**src/common/phy_ext_page1_defines.svh**
```systemverilog
// register map, field positions and reset values of the extended page one bank
`ifndef PHY_EXT_PAGE1_DEFINES_SVH
`define PHY_EXT_PAGE1_DEFINES_SVH
// register indices, byte address is four times the index
`define IDX_SLEEP_DS 6'h14
`define IDX_POE_CRC 6'h17
`define IDX_DIAG_ONE 6'h18
`define IDX_PAGE 6'h1F
`define IDX_IRQ_STAT 6'h20
`define IDX_IRQ_MASK 6'h21
`define IDX_SOFT_CTRL 6'h22
`define PAGE_MAIN 16'h0000
`define PAGE_EXT1 16'h0001
// sleep and downshift register fields
`define SD_REV 9
`define SD_MEDIA_HI 7
`define SD_MEDIA_LO 6
`define SD_NOPRE 5
`define SD_DSEN 4
`define SD_DSCNT_HI 3
`define SD_DSCNT_LO 2
`define SD_DSSTAT 1
`define DSCNT_RST 2'h1
`define DS_BASE 3'h2
`define MEDIA_NONE 2'h0
`define MEDIA_COPPER 2'h1
// inline power and crc register fields
`define PC_ADDR_HI 15
`define PC_ADDR_LO 11
`define PC_PDEN 10
`define PC_PDST_HI 9
`define PC_PDST_LO 8
`define PC_CRC_HI 7
`define PC_CRC_LO 0
`define PD_SEARCHING 2'h0
`define CRC_MAX 8'hFF
`define CRC_ONE 8'h01
`define CRC_ZERO 8'h00
// cable diagnostic register fields
`define DG_TRIG 15
`define DG_VALID 14
`define DG_A_HI 13
`define DG_A_LO 8
`define DG_B_HI 5
`define DG_B_LO 0
`define DIST_ZERO 6'h00
`define METRES_PER_COUNT 3
// interrupt and soft reset fields
`define IRQ_DIAG 0
`define IRQ_CRCSAT 1
`define IRQ_DSHIFT 2
`define IRQ_NUM 3
`define SOFT_RST_BIT 0
`define PORT_MAX 2'h3
`endif

```
**src/common/phy_ext_page1_pkg.sv**
```systemverilog
// types shared by the extended page one register bank
`default_nettype none
package phy_ext_page1_pkg;
    typedef enum logic {DIAG_IDLE, DIAG_RUN} diag_state_e;
    typedef struct packed {
        logic [5:0] distA;
        logic [5:0] distB;
    } diag_result_s;
    typedef struct packed {
        logic [1:0] portIdx;
        logic [4:0] phyAddr;
    } strap_s;
endpackage
`default_nettype wire

```
**src/logic/phy_ext_page1_ctrl_diag_regs.sv**
```systemverilog
// extended page one control, status and cable diagnostic register bank
//
// Register access over APB was left to the implementer.
`default_nettype none
`include "phy_ext_page1_defines.svh"
// Operation
// reversal bit set maps ports zero..three to addresses three..zero
// host sets reversal via port zero first, clears via port three first
// media status reads 00 with no media, 01 with copper
// no-preamble bit lets 10BASE-T raise receive valid without preamble
// sticky enable turns on automatic downshift from gigabit, default off
// downshift code 00..11 means two..five failed attempts, default 01
// downshift status reads one once downshift needed or done, resets zero
// address field returns port address latched at reset, not writable
// detection status meaningful only while sticky detection enable is set
// detection codes: 00 searching, 01 needs power, 10 no power
// crc error counter saturates at FF and clears when read
// writing one starts diagnostic; bit stays set until it finishes
// results valid after trigger clears; valid bit then reads one
// pair A distance in 13:8, pair B in 5:0, reset zero
// one distance count stands for three metres of cable
// writing zero to page select returns to main register set
// sticky fields survive soft reset, reset only on hardware reset
// writes to read-only bits ignored, reserved bits read zero
module phy_ext_page1_ctrl_diag_regs
    import phy_ext_page1_pkg::*;
(
    // clock and reset
    input wire logic core_clk,
    input wire logic sys_rst,
    // apb slave
    input wire logic psel,
    input wire logic penable,
    input wire logic pwrite,
    input wire logic [7:0] paddr,
    input wire logic [31:0] pwdata,
    output logic [31:0] prdata,
    output logic pready,
    output logic pslverr,
    // strap pins
    input wire logic [1:0] portIdxPin,
    input wire logic [4:0] phyAddrPin,
    // port core status
    input wire logic copperSel,
    input wire logic downshiftEvent,
    input wire logic crcErr,
    input wire logic [1:0] pdStatus,
    // diagnostic engine
    input wire logic diagDone,
    input wire diag_result_s diagResult,
    output logic diagStart,
    // port core controls and interrupt
    output logic [4:0] mgmtAddr,
    output logic noPreambleEn,
    output logic downshiftEn,
    output logic [2:0] downshiftAttempts,
    output logic pdDetectEn,
    output logic irq
);
    strap_s pinMeta_r, pinSync_r, strap_r;
    logic [31:0] prdata_r;
    logic pslverr_r;
    logic [15:0] page_r;
    logic revEn_r, noPre_r, dsEn_r, dsStat_r, pdEn_r;
    logic [1:0] dsCnt_r;
    logic [7:0] crcCnt_r;
    diag_state_e diagState_r;
    logic diagValid_r, diagStart_r;
    diag_result_s diagRes_r;
    logic [`IRQ_NUM-1:0] irqStat_r, irqMask_r, irqEvt;
    logic [4:0] mgmtAddr_r;
    logic noPreOut_r, dsEnOut_r, pdEnOut_r;
    logic [2:0] dsAtt_r;
    logic setup, access, wrAcc, rdSetup, extPage, softRst;
    logic [15:0] wd, rdSleep, rdPoe, rdDiag;
    logic [5:0] idx;

    // register hit for the current address; page gating of extended ones is left to the callers
    function automatic logic hit(input logic [5:0] a, input logic [5:0] r);
        hit = (a == r);
    endfunction

    assign idx = paddr[7:2];
    assign wd = pwdata[15:0];
    assign setup = psel && !penable;
    assign access = psel && penable;
    assign wrAcc = access && pwrite;
    assign rdSetup = setup && !pwrite;
    assign extPage = (page_r == `PAGE_EXT1);
    assign softRst = wrAcc && hit(idx, `IDX_SOFT_CTRL) && wd[`SOFT_RST_BIT];
    assign pready = access;
    assign prdata = prdata_r;
    assign pslverr = pslverr_r;

    // strap synchroniser and capture while reset is held
    always_ff @(posedge core_clk) begin
        pinMeta_r <= '{portIdx: portIdxPin, phyAddr: phyAddrPin};
        pinSync_r <= pinMeta_r;
    end
    always_ff @(posedge core_clk) begin
        if (sys_rst) begin
            strap_r <= pinSync_r;
        end
    end

    // read views, reserved and unused bits zero
    always_comb begin
        rdSleep = 16'h0000;
        rdSleep[`SD_REV] = revEn_r;
        rdSleep[`SD_MEDIA_HI:`SD_MEDIA_LO] = copperSel ? `MEDIA_COPPER : `MEDIA_NONE;
        rdSleep[`SD_NOPRE] = noPre_r;
        rdSleep[`SD_DSEN] = dsEn_r;
        rdSleep[`SD_DSCNT_HI:`SD_DSCNT_LO] = dsCnt_r;
        rdSleep[`SD_DSSTAT] = dsStat_r;
        rdPoe = 16'h0000;
        rdPoe[`PC_ADDR_HI:`PC_ADDR_LO] = mgmtAddr_r;
        rdPoe[`PC_PDEN] = pdEn_r;
        rdPoe[`PC_PDST_HI:`PC_PDST_LO] = pdEn_r ? pdStatus : `PD_SEARCHING;
        rdPoe[`PC_CRC_HI:`PC_CRC_LO] = crcCnt_r;
        rdDiag = 16'h0000;
        rdDiag[`DG_TRIG] = (diagState_r == DIAG_RUN);
        rdDiag[`DG_VALID] = diagValid_r;
        rdDiag[`DG_A_HI:`DG_A_LO] = diagRes_r.distA;
        rdDiag[`DG_B_HI:`DG_B_LO] = diagRes_r.distB;
    end

    // apb read data and error, captured in the setup cycle
    always_ff @(posedge core_clk) begin
        if (sys_rst) begin
            prdata_r <= 32'h0000_0000;
            pslverr_r <= 1'b0;
        end else if (setup) begin
            prdata_r <= 32'h0000_0000;
            pslverr_r <= 1'b0;
            if (!pwrite) begin
                case (idx)
                    `IDX_SLEEP_DS: prdata_r[15:0] <= extPage ? rdSleep : 16'h0000;
                    `IDX_POE_CRC: prdata_r[15:0] <= extPage ? rdPoe : 16'h0000;
                    `IDX_DIAG_ONE: prdata_r[15:0] <= extPage ? rdDiag : 16'h0000;
                    `IDX_PAGE: prdata_r[15:0] <= page_r;
                    `IDX_IRQ_STAT: prdata_r[`IRQ_NUM-1:0] <= irqStat_r;
                    `IDX_IRQ_MASK: prdata_r[`IRQ_NUM-1:0] <= irqMask_r;
                    `IDX_SOFT_CTRL: prdata_r <= 32'h0000_0000;
                    default: pslverr_r <= 1'b1;
                endcase
            end else begin
                case (idx)
                    `IDX_SLEEP_DS, `IDX_POE_CRC, `IDX_DIAG_ONE, `IDX_PAGE,
                    `IDX_IRQ_STAT, `IDX_IRQ_MASK, `IDX_SOFT_CTRL: pslverr_r <= 1'b0;
                    default: pslverr_r <= 1'b1;
                endcase
            end
        end
    end

    // page select
    always_ff @(posedge core_clk) begin
        if (sys_rst) begin
            page_r <= `PAGE_MAIN;
        end else if (wrAcc && hit(idx, `IDX_PAGE)) begin
            page_r <= wd;
        end
    end

    // sticky controls, hardware reset only
    always_ff @(posedge core_clk) begin
        if (sys_rst) begin
            noPre_r <= 1'b0;
            dsEn_r <= 1'b0;
            dsCnt_r <= `DSCNT_RST;
            pdEn_r <= 1'b0;
        end else if (wrAcc && extPage) begin
            if (hit(idx, `IDX_SLEEP_DS)) begin
                noPre_r <= wd[`SD_NOPRE];
                dsEn_r <= wd[`SD_DSEN];
                dsCnt_r <= wd[`SD_DSCNT_HI:`SD_DSCNT_LO];
            end
            if (hit(idx, `IDX_POE_CRC)) begin
                pdEn_r <= wd[`PC_PDEN];
            end
        end
    end

    // address reversal, cleared by either reset
    always_ff @(posedge core_clk) begin
        if (sys_rst || softRst) begin
            revEn_r <= 1'b0;
        end else if (wrAcc && extPage && hit(idx, `IDX_SLEEP_DS)) begin
            revEn_r <= wd[`SD_REV];
        end
    end

    // downshift status, set wins over soft reset
    always_ff @(posedge core_clk) begin
        if (sys_rst) begin
            dsStat_r <= 1'b0;
        end else if (downshiftEvent) begin
            dsStat_r <= 1'b1;
        end else if (softRst) begin
            dsStat_r <= 1'b0;
        end
    end

    // saturating crc error counter, read clears in setup cycle
    always_ff @(posedge core_clk) begin
        if (sys_rst) begin
            crcCnt_r <= `CRC_ZERO;
        end else if ((rdSetup && extPage && hit(idx, `IDX_POE_CRC)) || softRst) begin
            crcCnt_r <= crcErr ? `CRC_ONE : `CRC_ZERO;
        end else if (crcErr && crcCnt_r != `CRC_MAX) begin
            crcCnt_r <= crcCnt_r + `CRC_ONE;
        end
    end

    // cable diagnostic sequencing
    always_ff @(posedge core_clk) begin
        if (sys_rst || softRst) begin
            diagState_r <= DIAG_IDLE;
            diagValid_r <= 1'b0;
            diagStart_r <= 1'b0;
            diagRes_r <= '{distA: `DIST_ZERO, distB: `DIST_ZERO};
        end else begin
            diagStart_r <= 1'b0;
            case (diagState_r)
                DIAG_IDLE: begin
                    if (wrAcc && extPage && hit(idx, `IDX_DIAG_ONE) && wd[`DG_TRIG]) begin
                        diagState_r <= DIAG_RUN;
                        diagValid_r <= 1'b0;
                        diagStart_r <= 1'b1;
                    end
                end
                DIAG_RUN: begin
                    if (diagDone) begin
                        diagState_r <= DIAG_IDLE;
                        diagValid_r <= 1'b1;
                        diagRes_r <= diagResult;
                    end
                end
                default: diagState_r <= DIAG_IDLE;
            endcase
        end
    end

    // interrupt events, set wins over write-one-to-clear
    assign irqEvt[`IRQ_DIAG] = diagDone && (diagState_r == DIAG_RUN);
    assign irqEvt[`IRQ_CRCSAT] = crcErr && (crcCnt_r == `CRC_MAX);
    assign irqEvt[`IRQ_DSHIFT] = downshiftEvent;
    for (genvar i = 0; i < `IRQ_NUM; i++) begin : g_irq
        always_ff @(posedge core_clk) begin
            if (sys_rst) begin
                irqStat_r[i] <= 1'b0;
            end else if (irqEvt[i]) begin
                irqStat_r[i] <= 1'b1;
            end else if (wrAcc && hit(idx, `IDX_IRQ_STAT) && wd[i]) begin
                irqStat_r[i] <= 1'b0;
            end
        end
    end
    always_ff @(posedge core_clk) begin
        if (sys_rst) begin
            irqMask_r <= '0;
        end else if (wrAcc && hit(idx, `IDX_IRQ_MASK)) begin
            irqMask_r <= wd[`IRQ_NUM-1:0];
        end
    end
    assign irq = |(irqStat_r & irqMask_r);

    // registered controls towards the port core
    always_ff @(posedge core_clk) begin
        if (sys_rst) begin
            mgmtAddr_r <= 5'h00;
            noPreOut_r <= 1'b0;
            dsEnOut_r <= 1'b0;
            dsAtt_r <= 3'h0;
            pdEnOut_r <= 1'b0;
        end else begin
            mgmtAddr_r <= {strap_r.phyAddr[4:2], revEn_r ? (`PORT_MAX - strap_r.portIdx) : strap_r.portIdx};
            noPreOut_r <= noPre_r;
            dsEnOut_r <= dsEn_r;
            dsAtt_r <= `DS_BASE + {1'b0, dsCnt_r};
            pdEnOut_r <= pdEn_r;
        end
    end
    assign mgmtAddr = mgmtAddr_r;
    assign noPreambleEn = noPreOut_r;
    assign downshiftEn = dsEnOut_r;
    assign downshiftAttempts = dsAtt_r;
    assign pdDetectEn = pdEnOut_r;
    assign diagStart = diagStart_r;
endmodule
`default_nettype wire

```
**config.mk**
```make
export PLATFORM = sky130hd
export DESIGN_NAME = phy_ext_page1_ctrl_diag_regs
export DESIGN_NICKNAME = d
export VERILOG_FILES = /design/src/common/phy_ext_page1_pkg.sv /design/src/logic/phy_ext_page1_ctrl_diag_regs.sv
export VERILOG_INCLUDE_DIRS = /design/src /design/src/common
export SDC_FILE = /design/constraint.sdc
export NUM_CORES = 1
export LEC_CHECK = 0
export BUFFER_PORTS_ARGS = -buffer_cell sky130_fd_sc_hd__buf_4
export CAP_MARGIN = 5
export CORE_ASPECT_RATIO = 0.75
export CORE_MARGIN = 8
export CORE_UTILIZATION = 55
export DETAILED_ROUTE_END_ITERATION = 10
export GPL_TIMING_DRIVEN = 0
export HOLD_SLACK_MARGIN = 0.06
export PLACE_DENSITY = 0.94
export SETUP_SLACK_MARGIN = 0.3
export SYNTH_ARGS = -nofsm -noshare
export SYNTH_HDL_FRONTEND = slang
export SYNTH_SLANG_ARGS = --single-unit
```
**constraint.sdc**
```tcl
create_clock -name core_clk -period 4.8 [get_ports core_clk]
set_input_delay 0.96 -clock core_clk [delete_from_list [all_inputs] [get_ports core_clk]]
set_output_delay 0.96 -clock core_clk [all_outputs]
set_load 0.02 [all_outputs]
```
==> results of run 1 <==
==> registers in the layout, summed over array words and instances (netlist names), 3 cells and up <==
name and cells:
crcCnt_r 8, irqStat_r 3, pinMeta_r 5, irqMask_r 3, mgmtAddr 5, prdata 16
pinSync_r 5, strap_r 5, diagRes_r 12, page_r 16, downshiftAttempts 3
==> metrics by stage <==
| step | setup WS [ns] | utilization [%] | std cells | hold slack [ns] |
|---|---|---|---|---|
| 2_1_floorplan | 2.188 | - | 432 | 0.3096 |
| 3_3_place_gp | 1.870 | 68.30 | 609 | 0.3119 |
| 3_5_place_dp | 1.763 | 68.30 | 609 | 0.3121 |
| 4_1_cts | 2.124 | 70.94 | 625 | 0.3345 |
| 5_1_grt | 1.982 | 70.94 | 625 | 0.3384 |
| 6_report | 2.068 | 70.94 | 625 | 0.3352 |
==> synth_stat cells (4+ instances only) <==
cell type and number:
buf_4 20, nor4_1 5, nor2b_1 13, dfxtp_1 90, nand3_1 6, and2_1 5, a22o_1 11, xnor2_1 5
a222oi_1 6, mux2i_1 25, buf_2 4, a22oi_1 14, nor3_1 4, o211ai_1 6, nand2_1 55, o21ai_0 11
a21oi_1 19, clkbuf_1 12, nor2_1 49, edfxtp_1 5, nand2b_1 4
==> area by class of cell <==
| type | count | share of cell area, % |
|---|---|---|
| repair buffers | 79 | 12.18 |
| clock inverters | 6 | 1.105 |
| flip-flops and latches | 95 | 40.08 |
| inverters | 3 | 0.2312 |
| clock buffers | 10 | 2.621 |
| well taps | 98 | 2.518 |
| multi-input cells | 295 | 36.61 |
| plain buffers | 39 | 4.651 |
==> power breakdown <==
group,switching [mW],internal [mW]
registers,0.00769,0.808
logic,0.0663,0.0546
clock network,0.298,0.198
==> kinds of logic (layout without fill, tap and decap cells) <==
family / Yosys count / in the layout / synth area share [%]
other: 1 / 16 / 0.09575
xor gates and xnor gates: 6 / 6 / 1.342
and+or+nand+nor: 163 / 163 / 20.35
muxes: 28 / 28 / 7.252
DFF: 95 / 95 / 49.84
buffers and inverters: 42 / 137 / 6.070
AOI/OAI and AO/OA: 81 / 81 / 14.73
adders and majority gates: 1 / 1 / 0.3194
==> layer usage <==
metal | global-route usage (%) | wire, um | part of all wire [%] | vias to the layer above
met2 | 37.61 | 5328 | 47 | 252
met1 | 27.33 | 4520 | 40 | 1654
met4 | 5.783 | 175 | 1.6 | 0
met5 | 0 | 0 | 0 | -
met3 | 8.097 | 1260 | 11 | 28
li1 | - | - | - | 1647
==> final timing paths <==
kind / startpoint / endpoint / slack (ns) / cells after the start
worst max-delay path: paddr[2] / page_r[4]$_SDFFE_PP0P_ / 2.07 / 10
worst min-delay path: pinMeta_r[2]$_DFF_P_ / pinSync_r[2]$_DFF_P_ / 0.34 / 0
worst max register to register: page_r[6]$_SDFFE_PP0P_ / crcCnt_r[4]$_SDFFE_PP0P_ / 2.31 / 6
worst min register to register: pinMeta_r[2]$_DFF_P_ / pinSync_r[2]$_DFF_P_ / 0.34 / 0
==> worst max-delay path, delay by kind of cell <==
family	cells	cell delay, ns
mux	1	0.27
simple gates	4	0.69
buf+inv	5	1.05
==> reports/qor.yml, run 1 <==
ctsHtreeMaxLevel: 3
crit_top_cell: "buf_2"
synth_top_area_cell: "dfxtp_1"
power_leakage_nw: 1.869
maxSlewViolCount: 0
final_area_um2: 4870
ys_top_cells_by_area: "dfxtp_1, mux2i_1, nand2_1"
cp-end-kind: "flip-flop"
portBuffers: 79
yosysWarnings: 0
cts_tree: "yes"
finalCritPeriodShare_pct: 56.91
arrival_ns: 2.98
numCtsBuffers: 9
period_needed_ns: 2.732
ys_ff_latch: 95
placed_cell_area_um2: 4688
cts_setup_buffers: 0
cts_buffer_depth: 2
die_w_um: 113.4
first_pass_iters: 6
cts_sinks: 95
path_cells: "buf_4 -> buf_2 -> and4b_1 -> and3_1 -> buf_2 -> nor2b_1 -> buf_2 -> buf_4 -> mux2i_1 -> nor2_1"
nNetsFinal: 593
power_mw: 1.432
ctsHoldBuffers: 0
grt_pass1_wl_mm: 17.75
setup_violations: 0
syn2layout_area_growth_pct: 24.35
skew_ns: 0.008236
drv_cap: 0
criticalPathCategory: "input pin to flip-flop"
die_area_um2: 10100
overflow: 0
slowest_delay_ns: 0.30
vias: 3581
cts-root-buf: "clkbuf_8"
grt_start_max_net_pins: 18
multi_input_area_um2: 1783
dr.first_iter.drc_count: 457
drc: 0
synth-edff-count: 5
wl_mm: 11.28
rsz0062_at_grt: "false"
cp_slowest_cell: "and4b_1"
critPathLaunchType: "input pin"
tightest_slew_ns: 0.6861
synth.top_cell.area_share_pct: 46.01
ys_types: 55
core.rowCount: 26
antenna_found_initial: 0
start_util_pct: 57.05
finalHoldViolCount: 0
layout-drive-gt1-share_pct: 24.10
power_density_nw_per_um2: 294.1
tns_ns: 0
wl_per_cell_um: 18.05
cts.reportedPaths.clkPinSlew_ns: 0.09
crit_path_max_fanout: 10
clock_latency_ns: 0.37
postSynth.asyncResetShare_pct: 0
synthCells: 417
final_common_cell: "buf_4"
final_cell_mix: "buf_4, dfxtp_1, nand2_1"
hpwl_mm: 8.502
gp_congestion: 0.9171
track_usage_pct: 22.55
core_area_um2: 6864
cts_resized: 0
hp-class: "flip-flop to flip-flop"
synth-main-ff-cell: "dfxtp_1"
grt_pass1_vias: 3519
post_synth_instance_area_um2: 3916
n_fill_cell: 508
die_h_um: 89.08
ys_seq_area_share_pct: 49.84
fmax_mhz: 366.1
vias_per_cell: 5.730
status: "completed"
regArea_um2: 1952
antenna_cells: 0
pin_count: 117
syn_avg_cell_area_um2: 9.392
postRouteAntennaNets: 0
cp.required_ns: 5.05
max_slew_margin_pct: 53.77
ir_drop_mv: 0.2292
(Power assumes the default switching activity.)
==> run 2, diff against run 1 <==
--- a/config.mk
+++ b/config.mk
@@ -6,15 +6,16 @@
 export SDC_FILE = /design/constraint.sdc
 export NUM_CORES = 1
 export LEC_CHECK = 0
+export ABC_AREA = 1
 export BUFFER_PORTS_ARGS = -buffer_cell sky130_fd_sc_hd__buf_4
 export CAP_MARGIN = 5
 export CORE_ASPECT_RATIO = 0.75
 export CORE_MARGIN = 8
-export CORE_UTILIZATION = 55
+export CORE_UTILIZATION = 47
 export DETAILED_ROUTE_END_ITERATION = 10
 export GPL_TIMING_DRIVEN = 0
 export HOLD_SLACK_MARGIN = 0.06
-export PLACE_DENSITY = 0.94
+export PLACE_DENSITY = 0.86
 export SETUP_SLACK_MARGIN = 0.3
 export SYNTH_ARGS = -nofsm -noshare
 export SYNTH_HDL_FRONTEND = slang
==> constraint.sdc (replaced) <==
create_clock -name core_clk -period 2.2 [get_ports core_clk]
set_input_delay 0.44 -clock core_clk [delete_from_list [all_inputs] [get_ports core_clk]]
set_output_delay 0.44 -clock core_clk [all_outputs]
set_load 0.02 [all_outputs]
==> reports/qor.yml, run 2 <==
ys_top_cells_by_area: "dfxtp_1, nand2_1, nor2_1"
setup_violations: 0  # unchanged
antenna_found_initial: 0  # unchanged
path_cells: "ha_1 -> nand2_1 -> nor2_1 -> nand2_1 -> nand2_1 -> nor2_2 -> nand3_1 -> or2_2 -> a21oi_1"
power_mw: 3.638  # +150%
vias: 4154  # +16%
grt_pass1_vias: 4088  # +16%
cp-end-kind: "flip-flop"
syn_avg_cell_area_um2: 7.298  # -22%
core.rowCount: 30  # +15%
ctsHtreeMaxLevel: 3  # unchanged
synth_common_cells: "nand2_1, dfxtp_1, nor2_1"
grt_start_max_net_pins: 21  # +3
tns_ns: 0  # unchanged
cp.required_ns: 2.48  # -2.57 ns
clock_latency_ns: 0.36  # about the same
synth_most_common_cell: "nand2_1"
track_usage_pct: 20.34  # -2.2 points
layout-drive-gt1-share_pct: 22.89  # -1.2 points
die_w_um: 126.1  # +11%
rsz0062_at_grt: "false"
vias_per_cell: 5.122  # -11%
crit_buf_inv: 0  # -5
final_common_cell: "nand2_1"
gp_congestion: 0.9363  # +2.1%
ys_ff_latch: 95  # unchanged
tightest_slew_ns: 0.7245  # +0.03832 ns
cts_tree: "yes"
grt_pass1_wl_mm: 20.02  # +13%
wl_per_cell_um: 15.23  # -16%
clockPowerShare_pct: 43.4  # +8.8 points
ys_types: 33  # -40%
numCtsBuffers: 9  # unchanged
criticalPathCategory: "flip-flop to flip-flop"
critPathLaunchType: "flip-flop"
portBuffers: 80  # +1.3%
period_needed_ns: 1.658
pwr-share-comb_pct: 7.8  # -0.6 points
synth_top_area_cell: "dfxtp_1"
path_delay_family: "simple AND/OR/NAND/NOR gates"
ys_seq_area_share_pct: 45.64  # -4.2 points
cts_buffer_depth: 2  # unchanged
core_area_um2: 8934  # +30%
maxSlewViolCount: 0  # unchanged
p_int_mw: 2.690  # +150%
hold_slack_ns: 0.1828  # -0.1524 ns
hp-class: "input pin to flip-flop"
power_leakage_nw: 2.311  # +24%
fmax_mhz: 603.2
nNetsFinal: 765  # +29%
finalHoldViolCount: 0  # unchanged
p_seq_share_pct: 48.9  # -8.0 points
cp_slowest_cell: "dfxtp_1"
yosysWarnings: 0  # unchanged
die_area_um2: 12440  # +23%
hpwl_mm: 9.814  # +15%
ir_drop_mv: 0.4968  # +120%
pin_count: 117  # unchanged
status: "completed"
cts_sinks: 95  # unchanged
p_sw_mw: 0.9478  # +150%
dr.first_iter.drc_count: 404  # -12%
final_cell_mix: "nand2_1, buf_4, dfxtp_1"
power_density_nw_per_um2: 673.4  # +130%
overflow: 0  # unchanged
syn2layout_area_growth_pct: 26.33
start_util_pct: 47.87  # -9.2 points
postSynth.asyncResetShare_pct: 0  # unchanged
finalCritPeriodShare_pct: 75.36
cts-root-buf: "clkbuf_16"
swShare_pct: 26.05  # +0.055 points
wl_mm: 12.35  # +9.5%
ctsHoldBuffers: 0  # unchanged
crit_top_cell: "nand2_1"
synth-edff-count: 5  # unchanged
drc: 0  # unchanged
antenna_cells: 0  # unchanged
slowest_delay_ns: 0.34  # +0.04 ns
drv_cap: 0  # unchanged
crit_path_max_fanout: 5  # -5
synth.top_cell.area_share_pct: 42.13  # -3.9 points
max_slew_margin_pct: 51.70  # -2.1 points
synthCells: 586  # +41%
arrival_ns: 1.94  # -1.04 ns
postRouteAntennaNets: 0  # unchanged
first_pass_iters: 5  # -1
cts.reportedPaths.clkPinSlew_ns: 0.07  # -0.02 ns
die_h_um: 98.61  # +11%
skew_ns: 0.008625  # +0.0003889 ns
post_synth_instance_area_um2: 4277  # +9.2%
synth-main-ff-cell: "dfxtp_1"
run 2: changes by cell type in the layout (fill, tap and decap cells not counted), sizes merged, moves of 11 or more:
cell / change
inv: +53
nor2b: -13
nand3: +36
nor2: +28
a21oi: +27
mux2i: -25
a22o: -11
nand2: +104
o21ai: +15
nor3: +28
a22oi: -14
run 2: what timing repair did:
| item | in CTS | in global routing |
|---|---|---|
| buffers inserted | 0 | 2 |
| setup endpoints to repair | 0 | 2 |
| endpoints found under the hold margin | 0 | 0 |
| resized for setup | 0 | 1 |
run 2: per-layer routing:
metal,global-route usage (%),wire (um),vias to the layer above
met3,6.688,1047,20
met1,25.25,5472,1926
li1,-,-,2047
met5,0,0,-
met2,32.96,5619,161
met4,5.899,214,0
run 2: power groups by stage:
stage	Sequential, mW	Combinational [mW]	Clock (mW)
finish	1.78	0.282	1.58
floorplan	1.82	0.140	0
global route	1.78	0.306	1.67
detailed placement	1.82	0.277	0
global placement	1.82	0.271	0
CTS	1.78	0.279	1.60
run 2: final timing paths:
path | from | to | slack, ns | cells past startpoint
setup / recovery | crcCnt_r[0]$_SDFFE_PP0P_ | crcCnt_r[4]$_SDFFE_PP0P_ | 0.54 | 9
hold / removal | portIdxPin[0] | pinMeta_r[5]$_DFF_P_ | 0.18 | 1
setup reg to reg | crcCnt_r[0]$_SDFFE_PP0P_ | crcCnt_r[4]$_SDFFE_PP0P_ | 0.54 | 9
hold reg to reg | pinMeta_r[2]$_DFF_P_ | pinSync_r[2]$_DFF_P_ | 0.33 | 0
run 2: layout make-up:
cell class                 instances  area [um2]
fill                             839        3531
sequential                        95        1952
multi-input combinational        414        1949
timing repair buffer              82       615.6
clock buffer                       9       225.2
inverter                          58       217.7
buffer                            34       216.5
tap                              112       140.1
clock inverter                     7       86.33
run 2: cells by family (layout without fill, tap and decap cells):
logic type	Yosys count	count (layout)	share of synthesized area (%)
simple gates	316	316	32.62
compound gates	74	74	9.830
other cells	1	16	0.08769
fa+ha+maj	1	1	0.2925
buf+inv	92	190	10.09
xor+xnor	7	7	1.434
flops	95	95	45.64
run 2: stage by stage:
| step | area [um2] | utilization [%] | std cells | worst slack [ns] |
|---|---|---|---|---|
| 2_1_floorplan | 4333 | - | 601 | 0.6319 |
| 3_3_place_gp | 5074 | 56.79 | 793 | 0.2941 |
| 3_5_place_dp | 5074 | 56.79 | 793 | 0.2377 |
| 4_1_cts | 5385 | 60.28 | 809 | 0.4732 |
| 5_1_grt | 5403 | 60.48 | 811 | 0.3761 |
| 6_report | 5403 | 60.48 | 811 | 0.5420 |
